File: config.mk
export PLATFORM = sky130hd
export DESIGN_NAME = sli_indicator_top
export DESIGN_NICKNAME = d
export VERILOG_FILES = /design/src/design/sli_pkg.sv /design/src/design/sli_tick_gen.sv /design/src/design/sli_can_lamp.sv /design/src/design/sli_indicator_top.sv
export SDC_FILE = /design/constraint.sdc
export NUM_CORES = 1
export LEC_CHECK = 0
export ABC_AREA = 0
export BUFFER_PORTS_ARGS = -buffer_cell sky130_fd_sc_hd__buf_2
export CORE_MARGIN = 2
export CORE_UTILIZATION = 51
export DETAILED_ROUTE_END_ITERATION = 8
export GPL_ROUTABILITY_DRIVEN = 0
export PLACE_DENSITY = 0.74
export SETUP_SLACK_MARGIN = 0.2
export SLEW_MARGIN = 20
export SYNTH_ARGS = -nofsm -noshare
export SYNTH_HDL_FRONTEND = slang
export SYNTH_SLANG_ARGS = --single-unit
export TNS_END_PERCENT = 1
File: constraint.sdc
create_clock -name clock_i -period 2 [get_ports clock_i]
set_clock_uncertainty 0.1 [all_clocks]
set_input_delay 0.1 -clock clock_i [delete_from_list [all_inputs] [get_ports clock_i]]
set_output_delay 0.1 -clock clock_i [all_outputs]
set_load 0.005 [all_outputs]
File: src/design/sli_pkg.sv
// Constants and types shared by the front-panel lamp indicator.
// Assumes one 40 MHz system clock drives every lamp process.
package sli_pkg;
  localparam int unsigned CLK_HZ = 40_000_000;
  localparam int unsigned TICK_MS = 10;
  localparam int unsigned TICK_CYCLES = CLK_HZ / 1000 * TICK_MS;
  localparam int unsigned CAN_CHANNELS = 4;
  localparam int unsigned ADDON_COUNT = 4;
  localparam int unsigned TICK_CNT_W = 20;
  localparam int unsigned PHASE_W = 6;
  localparam int unsigned FLASH_W = 3;
  // Phase counter bit that sets each rate; a higher bit is a slower blink
  localparam int unsigned FAST_BIT = 2;
  localparam int unsigned SLOW_BIT = 5;
  localparam int unsigned PASSIVE_BIT = 4;
  localparam int unsigned BUSOFF_BIT = 5;
  localparam int unsigned ADDON_BIT = 4;
  // Short error-frame flash length in ticks
  localparam logic [FLASH_W-1:0] FLASH_TICKS = 3'h5;
  localparam logic [FLASH_W-1:0] FLASH_RST = 3'h0;
  localparam logic [TICK_CNT_W-1:0] TICK_RST = 20'h00000;
  localparam logic [PHASE_W-1:0] PHASE_RST = 6'h00;

  typedef struct packed {
    logic err_passive;
    logic bus_off;
    logic err_frame;
  } sli_can_status_t;

  typedef struct packed {
    logic red;
    logic yellow;
  } sli_can_lamp_t;

  typedef struct packed {
    logic fast;
    logic slow;
    logic passive;
    logic busoff;
    logic addon;
  } sli_phase_t;

  typedef enum logic [1:0] {
    NET_IDLE = 2'h0,
    NET_LEASE = 2'h1,
    NET_READY = 2'h3,
    NET_CONN = 2'h2
  } sli_net_mode_t;
endpackage

File: src/design/sli_tick_gen.sv
// Divided flash tick and the blink phases derived from it.
// Assumes TICK_CYCLES_P is at least 2 and fits the tick counter.
`timescale 1ns/1ps
`default_nettype none
module sli_tick_gen
  import sli_pkg::*;
#(
  parameter int unsigned TICK_CYCLES_P = TICK_CYCLES // Cycles per tick
) (
  input wire logic clock_i, // System clock
  input wire logic reset_n_i, // Synchronous reset, active low
  input wire logic enable_i, // Clock enable
  output logic tick_o, // One-cycle tick pulse
  output sli_phase_t phase_o // Blink phase levels
);
  logic [TICK_CNT_W-1:0] tick_cnt_reg;
  logic [PHASE_W-1:0] phase_cnt_reg;
  logic tick_reg;
  logic wrap;

  assign wrap = (tick_cnt_reg == TICK_CNT_W'(TICK_CYCLES_P - 1));

  always_ff @(posedge clock_i)
  begin
    if (!reset_n_i)
    begin
      tick_cnt_reg <= TICK_RST;
      tick_reg <= 1'b0;
    end
    else if (enable_i)
    begin
      tick_cnt_reg <= wrap ? TICK_RST : tick_cnt_reg + TICK_CNT_W'(1);
      tick_reg <= wrap;
    end
  end

  // One binary counter yields all rates, so their edges never drift apart
  always_ff @(posedge clock_i)
  begin
    if (!reset_n_i)
      phase_cnt_reg <= PHASE_RST;
    else if (enable_i && tick_reg)
      phase_cnt_reg <= phase_cnt_reg + PHASE_W'(1);
  end

  assign tick_o = tick_reg;
  assign phase_o.fast = phase_cnt_reg[FAST_BIT];
  assign phase_o.slow = phase_cnt_reg[SLOW_BIT];
  assign phase_o.passive = phase_cnt_reg[PASSIVE_BIT];
  assign phase_o.busoff = phase_cnt_reg[BUSOFF_BIT];
  assign phase_o.addon = phase_cnt_reg[ADDON_BIT];
endmodule
`default_nettype wire

File: src/design/sli_can_lamp.sv
// Red and yellow lamp pair of one CAN channel.
// Assumes error-state levels and a one-cycle error-frame strobe.
`timescale 1ns/1ps
`default_nettype none
module sli_can_lamp
  import sli_pkg::*;
(
  input wire logic clock_i, // System clock
  input wire logic reset_n_i, // Synchronous reset, active low
  input wire logic enable_i, // Clock enable
  input wire logic tick_i, // Flash tick pulse
  input wire sli_phase_t phase_i, // Blink phases
  input wire sli_can_status_t status_i, // Channel error status
  output sli_can_lamp_t lamp_o // Lamp drive, active high
);
  logic [FLASH_W-1:0] flash_cnt_reg;
  logic [FLASH_W-1:0] flash_cnt_next;
  sli_can_lamp_t lamp_reg;
  logic quiet;

  assign quiet = !status_i.bus_off && !status_i.err_passive;

  always_comb
  begin
    flash_cnt_next = flash_cnt_reg;
    // A pending flash is dropped once an error state takes the lamp
    if (!quiet)
      flash_cnt_next = FLASH_RST;
    else if (status_i.err_frame)
      flash_cnt_next = FLASH_TICKS;
    else if (tick_i && (flash_cnt_reg != FLASH_RST))
      flash_cnt_next = flash_cnt_reg - FLASH_W'(1);
  end

  always_ff @(posedge clock_i)
  begin
    if (!reset_n_i)
      flash_cnt_reg <= FLASH_RST;
    else if (enable_i)
      flash_cnt_reg <= flash_cnt_next;
  end

  always_ff @(posedge clock_i)
  begin
    if (!reset_n_i)
      lamp_reg <= '0;
    else if (enable_i)
    begin
      if (status_i.bus_off)
        lamp_reg.red <= phase_i.busoff;
      else if (status_i.err_passive)
        lamp_reg.red <= phase_i.passive;
      else
        lamp_reg.red <= (flash_cnt_next != FLASH_RST);
      lamp_reg.yellow <= !quiet && phase_i.passive;
    end
  end

  assign lamp_o = lamp_reg;
endmodule
`default_nettype wire

File: src/design/sli_indicator_top.sv
// Front-panel lamp driver: power, network and CAN channel lamps of the
// base unit, and the power lamp of each add-on module.
// Assumes status inputs are synchronous levels, except each channel's
// error-frame strobe, which is a one-cycle pulse.
`timescale 1ns/1ps
`default_nettype none
// Behaviour
// - The base unit drives ten lamps: power, network, and a yellow and red lamp per CAN channel.
// - The power lamp is steadily lit while the unit is powered and running normally.
// - The network lamp flashes fast while an address lease is awaited.
// - The network lamp flashes slowly while the unit is ready for a remote connection.
// - The network lamp is steadily lit while a host holds a remote connection.
// - In error passive a channel's red and yellow lamps both blink.
// - In bus off the red lamp blinks slower than in error passive and the yellow keeps blinking.
// - An error frame gives one short red flash and leaves the yellow lamp alone.
// - An add-on power lamp is steadily lit while the module is powered and linked.
// - An add-on power lamp flashes while the module is powered but not linked.
module sli_indicator_top
  import sli_pkg::*;
#(
  parameter int unsigned TICK_CYCLES_P = TICK_CYCLES // Cycles per flash tick
) (
  input wire logic clock_i, // System clock, 40 MHz
  input wire logic reset_n_i, // Synchronous reset, active low
  input wire logic enable_i, // Clock enable, freezes all state when low
  input wire logic power_good_i, // Supply is within range
  input wire logic unit_ok_i, // Unit reports normal operation
  input wire logic lease_wait_i, // Waiting for an address lease
  input wire logic remote_ready_i, // Ready for a remote connection
  input wire logic remote_conn_i, // Host holds a remote connection
  input wire sli_can_status_t [CAN_CHANNELS-1:0] can_status_i, // CAN error status
  input wire logic [ADDON_COUNT-1:0] addon_power_i, // Add-on module powered
  input wire logic [ADDON_COUNT-1:0] addon_link_i, // Add-on link exchanging data
  output logic pwr_lamp_o, // Green power lamp
  output logic net_lamp_o, // Yellow network lamp
  output wire sli_can_lamp_t [CAN_CHANNELS-1:0] can_lamp_o, // CAN lamp pairs
  output wire logic [ADDON_COUNT-1:0] addon_lamp_o // Add-on power lamps
);
  logic tick;
  sli_phase_t phase;
  sli_net_mode_t net_mode_reg;
  logic pwr_lamp_reg;
  logic net_lamp_reg;

  // Connection outranks readiness, readiness outranks the lease wait
  function automatic sli_net_mode_t net_mode_of(
    input logic conn,
    input logic ready,
    input logic lease
  );
    sli_net_mode_t mode;
    if (conn)
      mode = NET_CONN;
    else if (ready)
      mode = NET_READY;
    else if (lease)
      mode = NET_LEASE;
    else
      mode = NET_IDLE;
    return mode;
  endfunction

  function automatic logic net_lamp_of(
    input sli_net_mode_t mode,
    input sli_phase_t ph
  );
    logic lit;
    lit = 1'b0;
    case (mode)
      NET_LEASE: lit = ph.fast;
      NET_READY: lit = ph.slow;
      NET_CONN: lit = 1'b1;
      default: lit = 1'b0;
    endcase
    return lit;
  endfunction

  sli_tick_gen #(
    .TICK_CYCLES_P(TICK_CYCLES_P)
  ) u_tick (
    .clock_i(clock_i),
    .reset_n_i(reset_n_i),
    .enable_i(enable_i),
    .tick_o(tick),
    .phase_o(phase)
  );

  always_ff @(posedge clock_i)
  begin
    if (!reset_n_i)
      pwr_lamp_reg <= 1'b0;
    else if (enable_i)
      pwr_lamp_reg <= power_good_i && unit_ok_i;
  end

  // Inputs are decoded into a mode first, which costs one cycle of latency
  always_ff @(posedge clock_i)
  begin
    if (!reset_n_i)
      net_mode_reg <= NET_IDLE;
    else if (enable_i)
      net_mode_reg <= net_mode_of(remote_conn_i, remote_ready_i, lease_wait_i);
  end

  always_ff @(posedge clock_i)
  begin
    if (!reset_n_i)
      net_lamp_reg <= 1'b0;
    else if (enable_i)
      net_lamp_reg <= net_lamp_of(net_mode_reg, phase);
  end

  assign pwr_lamp_o = pwr_lamp_reg;
  assign net_lamp_o = net_lamp_reg;

  generate
    for (genvar c = 0; c < CAN_CHANNELS; c++)
    begin : g_can
      sli_can_lamp u_can (
        .clock_i(clock_i),
        .reset_n_i(reset_n_i),
        .enable_i(enable_i),
        .tick_i(tick),
        .phase_i(phase),
        .status_i(can_status_i[c]),
        .lamp_o(can_lamp_o[c])
      );
    end
  endgenerate

  generate
    for (genvar m = 0; m < ADDON_COUNT; m++)
    begin : g_addon
      logic lamp_reg;
      // An unpowered module shows a dark lamp
      always_ff @(posedge clock_i)
      begin
        if (!reset_n_i)
          lamp_reg <= 1'b0;
        else if (enable_i)
        begin
          if (!addon_power_i[m])
            lamp_reg <= 1'b0;
          else if (addon_link_i[m])
            lamp_reg <= 1'b1;
          else
            lamp_reg <= phase.addon;
        end
      end
      assign addon_lamp_o[m] = lamp_reg;
    end
  endgenerate

  generate
    for (genvar c = 0; c < CAN_CHANNELS; c++)
    begin : g_can_chk

    end
  endgenerate

  generate
    for (genvar m = 0; m < ADDON_COUNT; m++)
    begin : g_addon_chk

    end
  endgenerate
endmodule
`default_nettype wire

# Word-level counts from Yosys, hierarchy flattened
# Cells that the tools add are included.
# classes
add_sub_neg	6
n_reduce_logical	34
mux	33
n_eq_ne	4
# op_table
operator	count
two-way mux 3 bit	12
nonzero test 3 bit	8
adder 20 x 1 -> 20 bit (second input constant)	1
== test 20 x 19 -> 1 bit (second input constant)	1
two-way mux 20 bit	1
two-way mux 1 bit	17
logical AND 1 bit	14
logical NOT 1 bit	12
subtractor 3 x 1 -> 3 bit (second input constant)	4
adder 6 x 1 -> 6 bit (second input constant)	1
== test 2 bit (second input constant)	2
two-way mux 2 bit	2
one-hot mux 1 bit (3 select lines)	1
== test 2 x 1 -> 1 bit (second input constant)	1
# totals
regBits	55
word_cells	99
out_inout_bits	14
inputBits	28

# Logic depth before layout (Yosys ltp)
# Gate-level depths: netlist of run 1.
# logic_depth
ltp_word	8
mapped_depth	7
mapped_depth_nobuf	7

# Hierarchy
# Synthesis of run 1 repeated with hierarchy kept, for this count alone.
# unflattened
cells_unflattened	339
area_unflattened_um2	2956.6
# by_module_without_submodules
module	seq_area_each_um2	area_each_um2	cells_per_inst	instances
sli_tick_gen	540.5	1272.5	144	1
sli_can_lamp at g_can[1].u_can ...	100.1	331.6	39	3
sli_indicator_top	160.2	377.9	40	1
sli_can_lamp at g_can[0].u_can	100.1	311.5	38	1

# Least setup slack after synthesis of run 1
# OpenSTA, ideal clock, no wires.
# synth_timing
path_type	flip-flop to flip-flop
from	reg u_tick.tick_cnt_reg[0]
to	reg u_tick.tick_cnt_reg[0]
required_ps	1783
path_buffers	1
arrival_time_ps	1665
setup_ps	117
path_slack_ps	118
synth_period_minus_slack_ps	1882
stages_incl_launch_ff	7
cell_sequence	dfxtp_1 ha_1 and3_1 nand2b_4 o41ai_4 buf_2 nor2_1
# synth_between
elab_chain_cells	2
elab_cells_between_ends	3
cone_classes	add/sub: 1; eq/ne: 1; mux: 1
# synth_lines
item	line	source
start, declared	sli_tick_gen.sv:16	logic [TICK_CNT_W-1:0] tick_cnt_reg;
start signal, assigned	sli_tick_gen.sv:32	tick_cnt_reg <= wrap ? TICK_RST : tick_cnt_reg + TICK_CNT_W'(1);
adder 20 x 1 -> 20 bit or == test 20 x 19 -> 1 bit (tied branches)	sli_tick_gen.sv:32, sli_tick_gen.sv:21	
two-way mux 20 bit *	sli_tick_gen.sv:32	
# Every way passes the cells marked *; elsewhere a longest branch is shown, timed or not.
# A chain may end at the register's enable or synchronous reset.

# Worst setup path after layout of run 1
# layout_timing
from	reg u_tick.tick_cnt_reg[2]
to	reg u_tick.tick_cnt_reg[19]
# The elaborated chain is that of the path after synthesis.

==> results of run 1 <==
[logic make-up (layout without fill, tap and decap cells)]
logic type,Yosys count,count (layout),synth area share [%]
mux,6,6,2.076
buf+inv,38,88,5.536
compound gates,87,87,20.20
flops,55,55,38.06
simple gates,127,127,24.65
xor+xnor,17,17,5.147
fa+ha+maj,10,10,4.325
[layout make-up]
type                            instances  area (um2)  area share (%)
Multi-Input combinational cell        247        1649           47.89
Sequential cell                        55        1120           32.52
Timing Repair Buffer                   60       372.9           10.83
Tap cell                               72       90.09           2.616
Inverter                               20       75.07           2.180
Clock buffer                            5       68.82           1.999
Clock inverter                          3       67.56           1.962
[cells in the final DEF, fill, tap and decap left out, types with 3 or more instances in the layout]
master         instances
a211o_1                8
a21boi_0               8
a21oi_1               20
a22oi_1                3
and2_1                14
and3_1                 6
buf_2                 41
buf_4                  9
clkbuf_8               5
dfxtp_1               42
dfxtp_2               12
dlygate4sd3_1         10
ha_1                   9
inv_1                 20
mux2i_1                6
nand2_1               21
nand2b_1               7
nand3_1                7
nand3b_1               3
nand4_1                5
nand4b_1               4
nor2_1                22
nor2b_1                8
nor2b_2                4
nor3_1                 7
nor4_1                 6
o211ai_1              11
o21a_1                 5
o21ai_0               20
o22ai_1                4
o31a_1                 4
or3_1                  6
xnor2_1               15
[layer usage]
metal  wire length [um]  GRT usage (%)  share of wire [%]  vias up
met1               2911          25.79                 46     1195
li1                   -              -                  -     1300
met3                263          3.864                4.2        8
met4                 78          5.690                1.2        0
met5                  0              0                  0        -
met2               3049          36.36                 48       50
[report_power, final]
part	internal, mW	total [mW]	switching (mW)
registers	1.12	1.14	0.0193
logic	0.103	0.207	0.104
clock network	0.499	0.867	0.368
total	1.72	2.21	0.492
[tightest hold or removal path, cell delays in order]
cell	delay, ns
buf_2	0.10
o211ai_1	0.09
a21boi_0	0.08
[path summary, 6_finish.rpt]
check	from	to	slack, ns	cells past startpoint
max	u_tick.tick_cnt_reg[2]$_SDFFE_PN0P_	u_tick.tick_cnt_reg[19]$_SDFFE_PN0P_	0.24	4
min	addon_power_i[0]	g_addon[0].lamp_reg$_SDFFE_PN0P_	-0.003	3
max reg2reg	u_tick.tick_cnt_reg[2]$_SDFFE_PN0P_	u_tick.tick_cnt_reg[19]$_SDFFE_PN0P_	0.24	4
min reg2reg	pwr_lamp_o$_SDFFE_PN0P_	pwr_lamp_o$_SDFFE_PN0P_	0.38	2
[timing repair]
action	CTS	global route
pin swaps	2	1
endpoints found under the hold margin	9	0
gates resized for setup	6	14
setup endpoints to repair	6	33
gates cloned	0	0
hold buffers	10	0
==> summary.txt, run 1 <==
Run status
  • Outcome: finished, violations left
  • Failing checks: hold timing

STA
  • Max-slew violation count: 0
  • WHS: -0.002600 ns
  • Final Hold Viols: 1
  • RSZ-0062 raised after global routing: yes
  • Worst Slack Setup Final: 0.2379 ns
  • F_max: ~0.57 GHz
  • Slew of the pin with the lowest slew margin: around 0.44 ns
  • Tcrit/Tclk final: just under 90%
  • Final setup fails: 0
  • Setup TNS: 0 ns
  • Rel. slew slack: 70.49%
  • Min Tclk post-route: ~1.8 ns

Final layout
  • Max FFs per register: 20
  • Final Cell Area: 3443 um2
  • Filler cell count: 477
  • Share of cells above drive strength 1: a little over a fifth
  • Finished Core Util: 62.53%
  • Nets@finish: 427
  • Inserted Diodes: 0
  • Non-Filler Instances: 462
  • Syn-to-layout area delta: 19.03%

Worst setup path
  • CP arrival: 1.91 ns
  • Critical path's slowest cell: or4_4
  • Crit. End Element: register
  • Crit-path max FO: 6
  • Worst path buffer plus inverter count: 0
  • CP Launch Type: register
  • Largest stage delay, worst path: 0.59 ns
  • CP Class: reg -> reg
  • CP delay by family, top: simple AND/OR/NAND/NOR gates
  • Worst path cell trace: nand4_2 -> or4_4 -> or3_1 -> a21oi_1
  • Critical path required time: 2.15 ns

Synth
  • Post-synth top cells: dfxtp_1, nor2_1, nand2_1
  • Post-synthesis sequential area ratio: 38.06%
  • Post-synthesis cell type count: 40
  • Number of flops mapped to enable cells by yosys: 0
  • Post-synthesis register bit count: 55
  • Synth area leaders: dfxtp_1, xnor2_1, ha_1, a21oi_1, o21ai_0
  • Cell Area, Synth: 2893 um2
  • Main synth FF type: dfxtp_1
  • Syn Area/Cell: 8.508 um2
  • Synth warn: 0
  • Ys async rst share: 0%
  • Count leader, synth: dfxtp_1
  • Area leader, netlist: dfxtp_1
  • Cells after synthesis: 340
  • Yosys top cell area share: 38.06%
  • Mapped Nets: 378

Clock network
  • TritonCTS Buffers: 5
  • H-tree levels: 2
  • CTS tree: built
  • Root Driver: clkbuf_8
  • Post-CTS setup buffers: 0
  • Clock-pin transition on the worst setup and hold timing paths: 0.10 ns
  • Clk sinks: 55
  • Clk_lat worst skew: 0.31 ns
  • Max Buffers Root-to-Sink: 2

Placed design
  • Placed inst area: 3171 um2
  • Dpl ws: 0.1490 ns
  • Detail Placement HPWL: roughly 4400 um
  • DP Cell Count: around 440
  • Port Buffers: 41

Global routing
  • First-pass GRT wire length: 10380 um
  • Vias in the first global route: around 2400
  • Initial antenna violation count: 0
  • Total GRT Usage: 20.68%
  • Pin count of the biggest net entering global routing: 27
  • Grt total ovfl: 0

Drt
  • Vias/cell: 5.526
  • Final ANT Viol Nets: 0
  • WL/cell: 13.64 um
  • 1st-iter DRT viols: 106
  • Vias: roughly 2600
  • Residual DRC: 0
  • Final wirelength: 6303 um
  • Pre-antenna DRT Iters: 4

Floorplanning
  • I/O pin cnt: 42
  • Die height: 79.32 um
  • Die Footprint: 6291 um2
  • Chip Width: 79.32 um
  • Core area: 5507 um2
  • Initial Utilization: between 50% and 60%
  • # rows: 27

Pwr
  • Final Power: 2.212 mW
  • Leakage: 1.281 nW
  • Peak VDD IR: 0.3357 mV
  • PwrDens: 642.5 nW/um2

Hold path
  • Min-Delay Path Class: in -> reg

Flow run
  • Max cap viols: 0
Power figures use the tool's default switching activity.
==> run 2, diff against run 1 <==
==> constraint.sdc (replaced) <==
create_clock -name clock_i -period 2 [get_ports clock_i]
set_clock_uncertainty 0.1 [all_clocks]
set_input_delay 0.2 -clock clock_i [delete_from_list [all_inputs] [get_ports clock_i]]
set_output_delay 0.2 -clock clock_i [all_outputs]
set_load 0.005 [all_outputs]
==> summary.txt, run 2 (synthesized netlist as in run 1, its figures left out) <==
Worst setup path
  • Worst path cell trace: ha_2 -> nand4_1 -> or4_4 -> or3_1 -> a21oi_1
  • CP Launch Type: register
  • Critical path required time: 2.15 ns (about the same)
  • CP arrival: 1.95 ns (+0.04 ns)
  • R2R Path End: u_tick.tick_cnt_reg[18]$_SDFFE_PN0P_
  • Reg2Reg Launch Point: u_tick.tick_cnt_reg[1]$_SDFFE_PN0P_
  • Worst R2R Setup Slack: 0.20 ns (-0.03 ns)
  • Largest stage delay, worst path: 0.46 ns (-0.13 ns)
  • Reg2Reg Depth: 5 (+1)
  • CP Class: reg -> reg
  • Crit. End Element: register
  • Critical path's slowest cell: or4_4
  • Crit-path max FO: 4 (-2)

Floorplanning
  • # rows: 27 (unchanged)
  • Chip Width: 79.32 um (unchanged)
  • Initial Utilization: 52.53% (unchanged)
  • Die height: 79.32 um (unchanged)
  • I/O pin cnt: 42 (unchanged)
  • Die Footprint: 6291 um2 (unchanged)
  • Core area: 5507 um2 (unchanged)

Pwr
  • Internal cell power: 1.451 mW (-16%)
  • Net Sw Power: 468.2 uW (-4.9%)
  • Final Power: 1.919 mW (-13%)
  • Clk network pwr share: 30.7% (-8.5 points)
  • Leakage: 1.233 nW (-3.8%)
  • Switching Share: 24.39% (+2.2 points)
  • Combinational power share: 10.1% (+0.7 points)
  • PwrDens: 581.7 nW/um2 (-9.5%)
  • Sequential Power Share: 59.2% (+7.8 points)
  • Peak VDD IR: 0.3467 mV (+3.3%)

STA
  • Final setup fails: 0 (unchanged)
  • Rel. slew slack: 58.35% (-12 points)
  • Max-slew violation count: 0 (unchanged)
  • Slew of the pin with the lowest slew margin: 0.6238 ns (+0.1813 ns)
  • Setup TNS: 0 ns (unchanged)
  • Final Hold Viols: 0 (-1)
  • Min Tclk post-route: 1.796 ns (+0.03397 ns)
  • RSZ-0062 raised after global routing: yes
  • Tcrit/Tclk final: 89.80% (+1.7 points)
  • WHS: 0.05898 ns (+0.06158 ns)
  • F_max: 0.5568 GHz (-1.9%)

Final layout
  • Finished Core Util: 59.92% (-2.6 points)
  • Inserted Diodes: 0 (unchanged)
  • Syn-to-layout area delta: 14.06%
  • Commonest non-fill, non-tap cell in the layout: dfxtp_1
  • Max FFs per register: 20 (unchanged)
  • Share of cells above drive strength 1: 21.00% (-0.54 points)
  • Filler cell count: 498 (+4.4%)
  • Register Area: 1112 um2 (-0.67%)
  • Nets@finish: 418 (-2.1%)
  • Area of the multi-input gates: 1658 um2 (+0.53%)
  • Commonest non-fill, non-tap cells in the layout: dfxtp_1, buf_2, nor2_1

Hold path
  • Min-Delay Path Class: in -> reg
  • Hold path endpoint: pwr_lamp_o$_SDFFE_PN0P_
  • Hold-critical path depth: 3 (unchanged)
  • Hold path startpoint: unit_ok_i

Flow run
  • Max cap viols: 0 (unchanged)

Drt
  • Residual DRC: 0 (unchanged)
  • WL/cell: 13.08 um (-4.1%)
  • Vias: 2484 (-2.7%)
  • Pre-antenna DRT Iters: 4 (unchanged)
  • Final ANT Viol Nets: 0 (unchanged)
  • 1st-iter DRT viols: 150 (+42%)
  • Vias/cell: 5.483 (-0.77%)
  • Final wirelength: 5924 um (-6.0%)

Clock network
  • H-tree levels: 2 (unchanged)
  • Clock-pin transition on the worst setup and hold timing paths: 0.09 ns (about the same)
  • Root Driver: clkbuf_8
  • Clk_lat worst skew: 0.31 ns (about the same)
  • CTS tree: built
  • Clk sinks: 55 (unchanged)
  • TritonCTS Buffers: 5 (unchanged)
  • Max Buffers Root-to-Sink: 2 (unchanged)

Placed design
  • Port Buffers: 41 (unchanged)
  • Detail Placement HPWL: 4192 um (-4.8%)

Global routing
  • Total GRT Usage: 19.66% (-1.0 points)
  • Grt total ovfl: 0 (unchanged)
  • Vias in the first global route: 2257 (-4.6%)
  • Initial antenna violation count: 0 (unchanged)
  • First-pass GRT wire length: 9908 um (-4.6%)
  • Pin count of the biggest net entering global routing: 27 (unchanged)

Run status
  • Outcome: finished, final reports clean
[run 2: cell count changes in the layout (fill, tap and decap cells not counted), moves of 2 or more]
cell           before  now
dfxtp_2            12    9
dlygate4sd3_1      10    0
bufinv_16           2    0
dfxtp_1            42   46
clkinv_2            0    3
[run 2: routing by layer]
layer  part of all wire [%]  vias to the layer above  global-route usage (%)
li1                       -                     1286                       -
met1                     49                     1142                   24.73
met2                     46                       49                   34.58
met3                    3.6                        7                   3.864
met4                    1.0                        0                   4.655
met5                      0                        -                       0
[run 2: timing repair]
action,in CTS,in global routing
endpoints found under the hold margin,0,0
setup endpoints to repair,5,30
gates resized for setup,5,11
hold buffers,0,0
pin swaps,0,1
setup buffers,0,0
[run 2: how the worst max path moves through the flow]
stage | cells past startpoint | start | slack (ns) | end
2_1_floorplan | 6 | u_tick.tick_cnt_reg[0]$_SDFFE_PN0P_ | 0.25 | u_tick.tick_cnt_reg[0]$_SDFFE_PN0P_
3_3_place_gp | 4 | u_tick.tick_cnt_reg[10]$_SDFFE_PN0P_ | 0.21 | u_tick.tick_cnt_reg[19]$_SDFFE_PN0P_
3_5_place_dp | 4 | u_tick.tick_cnt_reg[4]$_SDFFE_PN0P_ | 0.18 | u_tick.tick_cnt_reg[19]$_SDFFE_PN0P_
4_1_cts | 5 | u_tick.tick_cnt_reg[0]$_SDFFE_PN0P_ | 0.19 | u_tick.tick_cnt_reg[18]$_SDFFE_PN0P_
5_1_grt | 5 | u_tick.tick_cnt_reg[14]$_SDFFE_PN0P_ | 0.14 | u_tick.tick_cnt_reg[3]$_SDFFE_PN0P_
6_report | 5 | u_tick.tick_cnt_reg[1]$_SDFFE_PN0P_ | 0.20 | u_tick.tick_cnt_reg[18]$_SDFFE_PN0P_
[run 2: cell type report]
cell class	count	area share (%)
tap	72	2.730
multi-input combinational	247	50.25
sequential	55	33.71
timing repair buffer	51	8.495
clock inverter	3	0.4551
clock buffer	5	2.086
inverter	20	2.275
[run 2: power by group through the flow]
stage | logic (mW) | registers (mW) | clock network, mW
after floorplan | 0.118 | 1.16 | 0
after global placement | 0.186 | 1.16 | 0
after detailed placement | 0.190 | 1.16 | 0
after CTS | 0.192 | 1.14 | 0.613
after global routing | 0.219 | 1.14 | 0.649
final | 0.193 | 1.14 | 0.589
[run 2: metrics by stage]
stage / std cells / setup WS (ns) / area [um2]
after floorplan: 340 / 0.2523 / 2893
after global placement: 445 / 0.2079 / 3178
after detailed placement: 445 / 0.1831 / 3178
after CTS: 453 / 0.1880 / 3271
after global routing: 453 / 0.1371 / 3299
final: 453 / 0.2039 / 3299
[run 2: critical path, delay by kind of cell (launching register included)]
family / cells / cell delay, ns
AO/OA/AOI/OAI: 1 / 0.13
adder cells (fa/ha/maj): 1 / 0.22
flip-flops: 1 / 0.38
AND/OR/NAND/NOR: 3 / 0.90
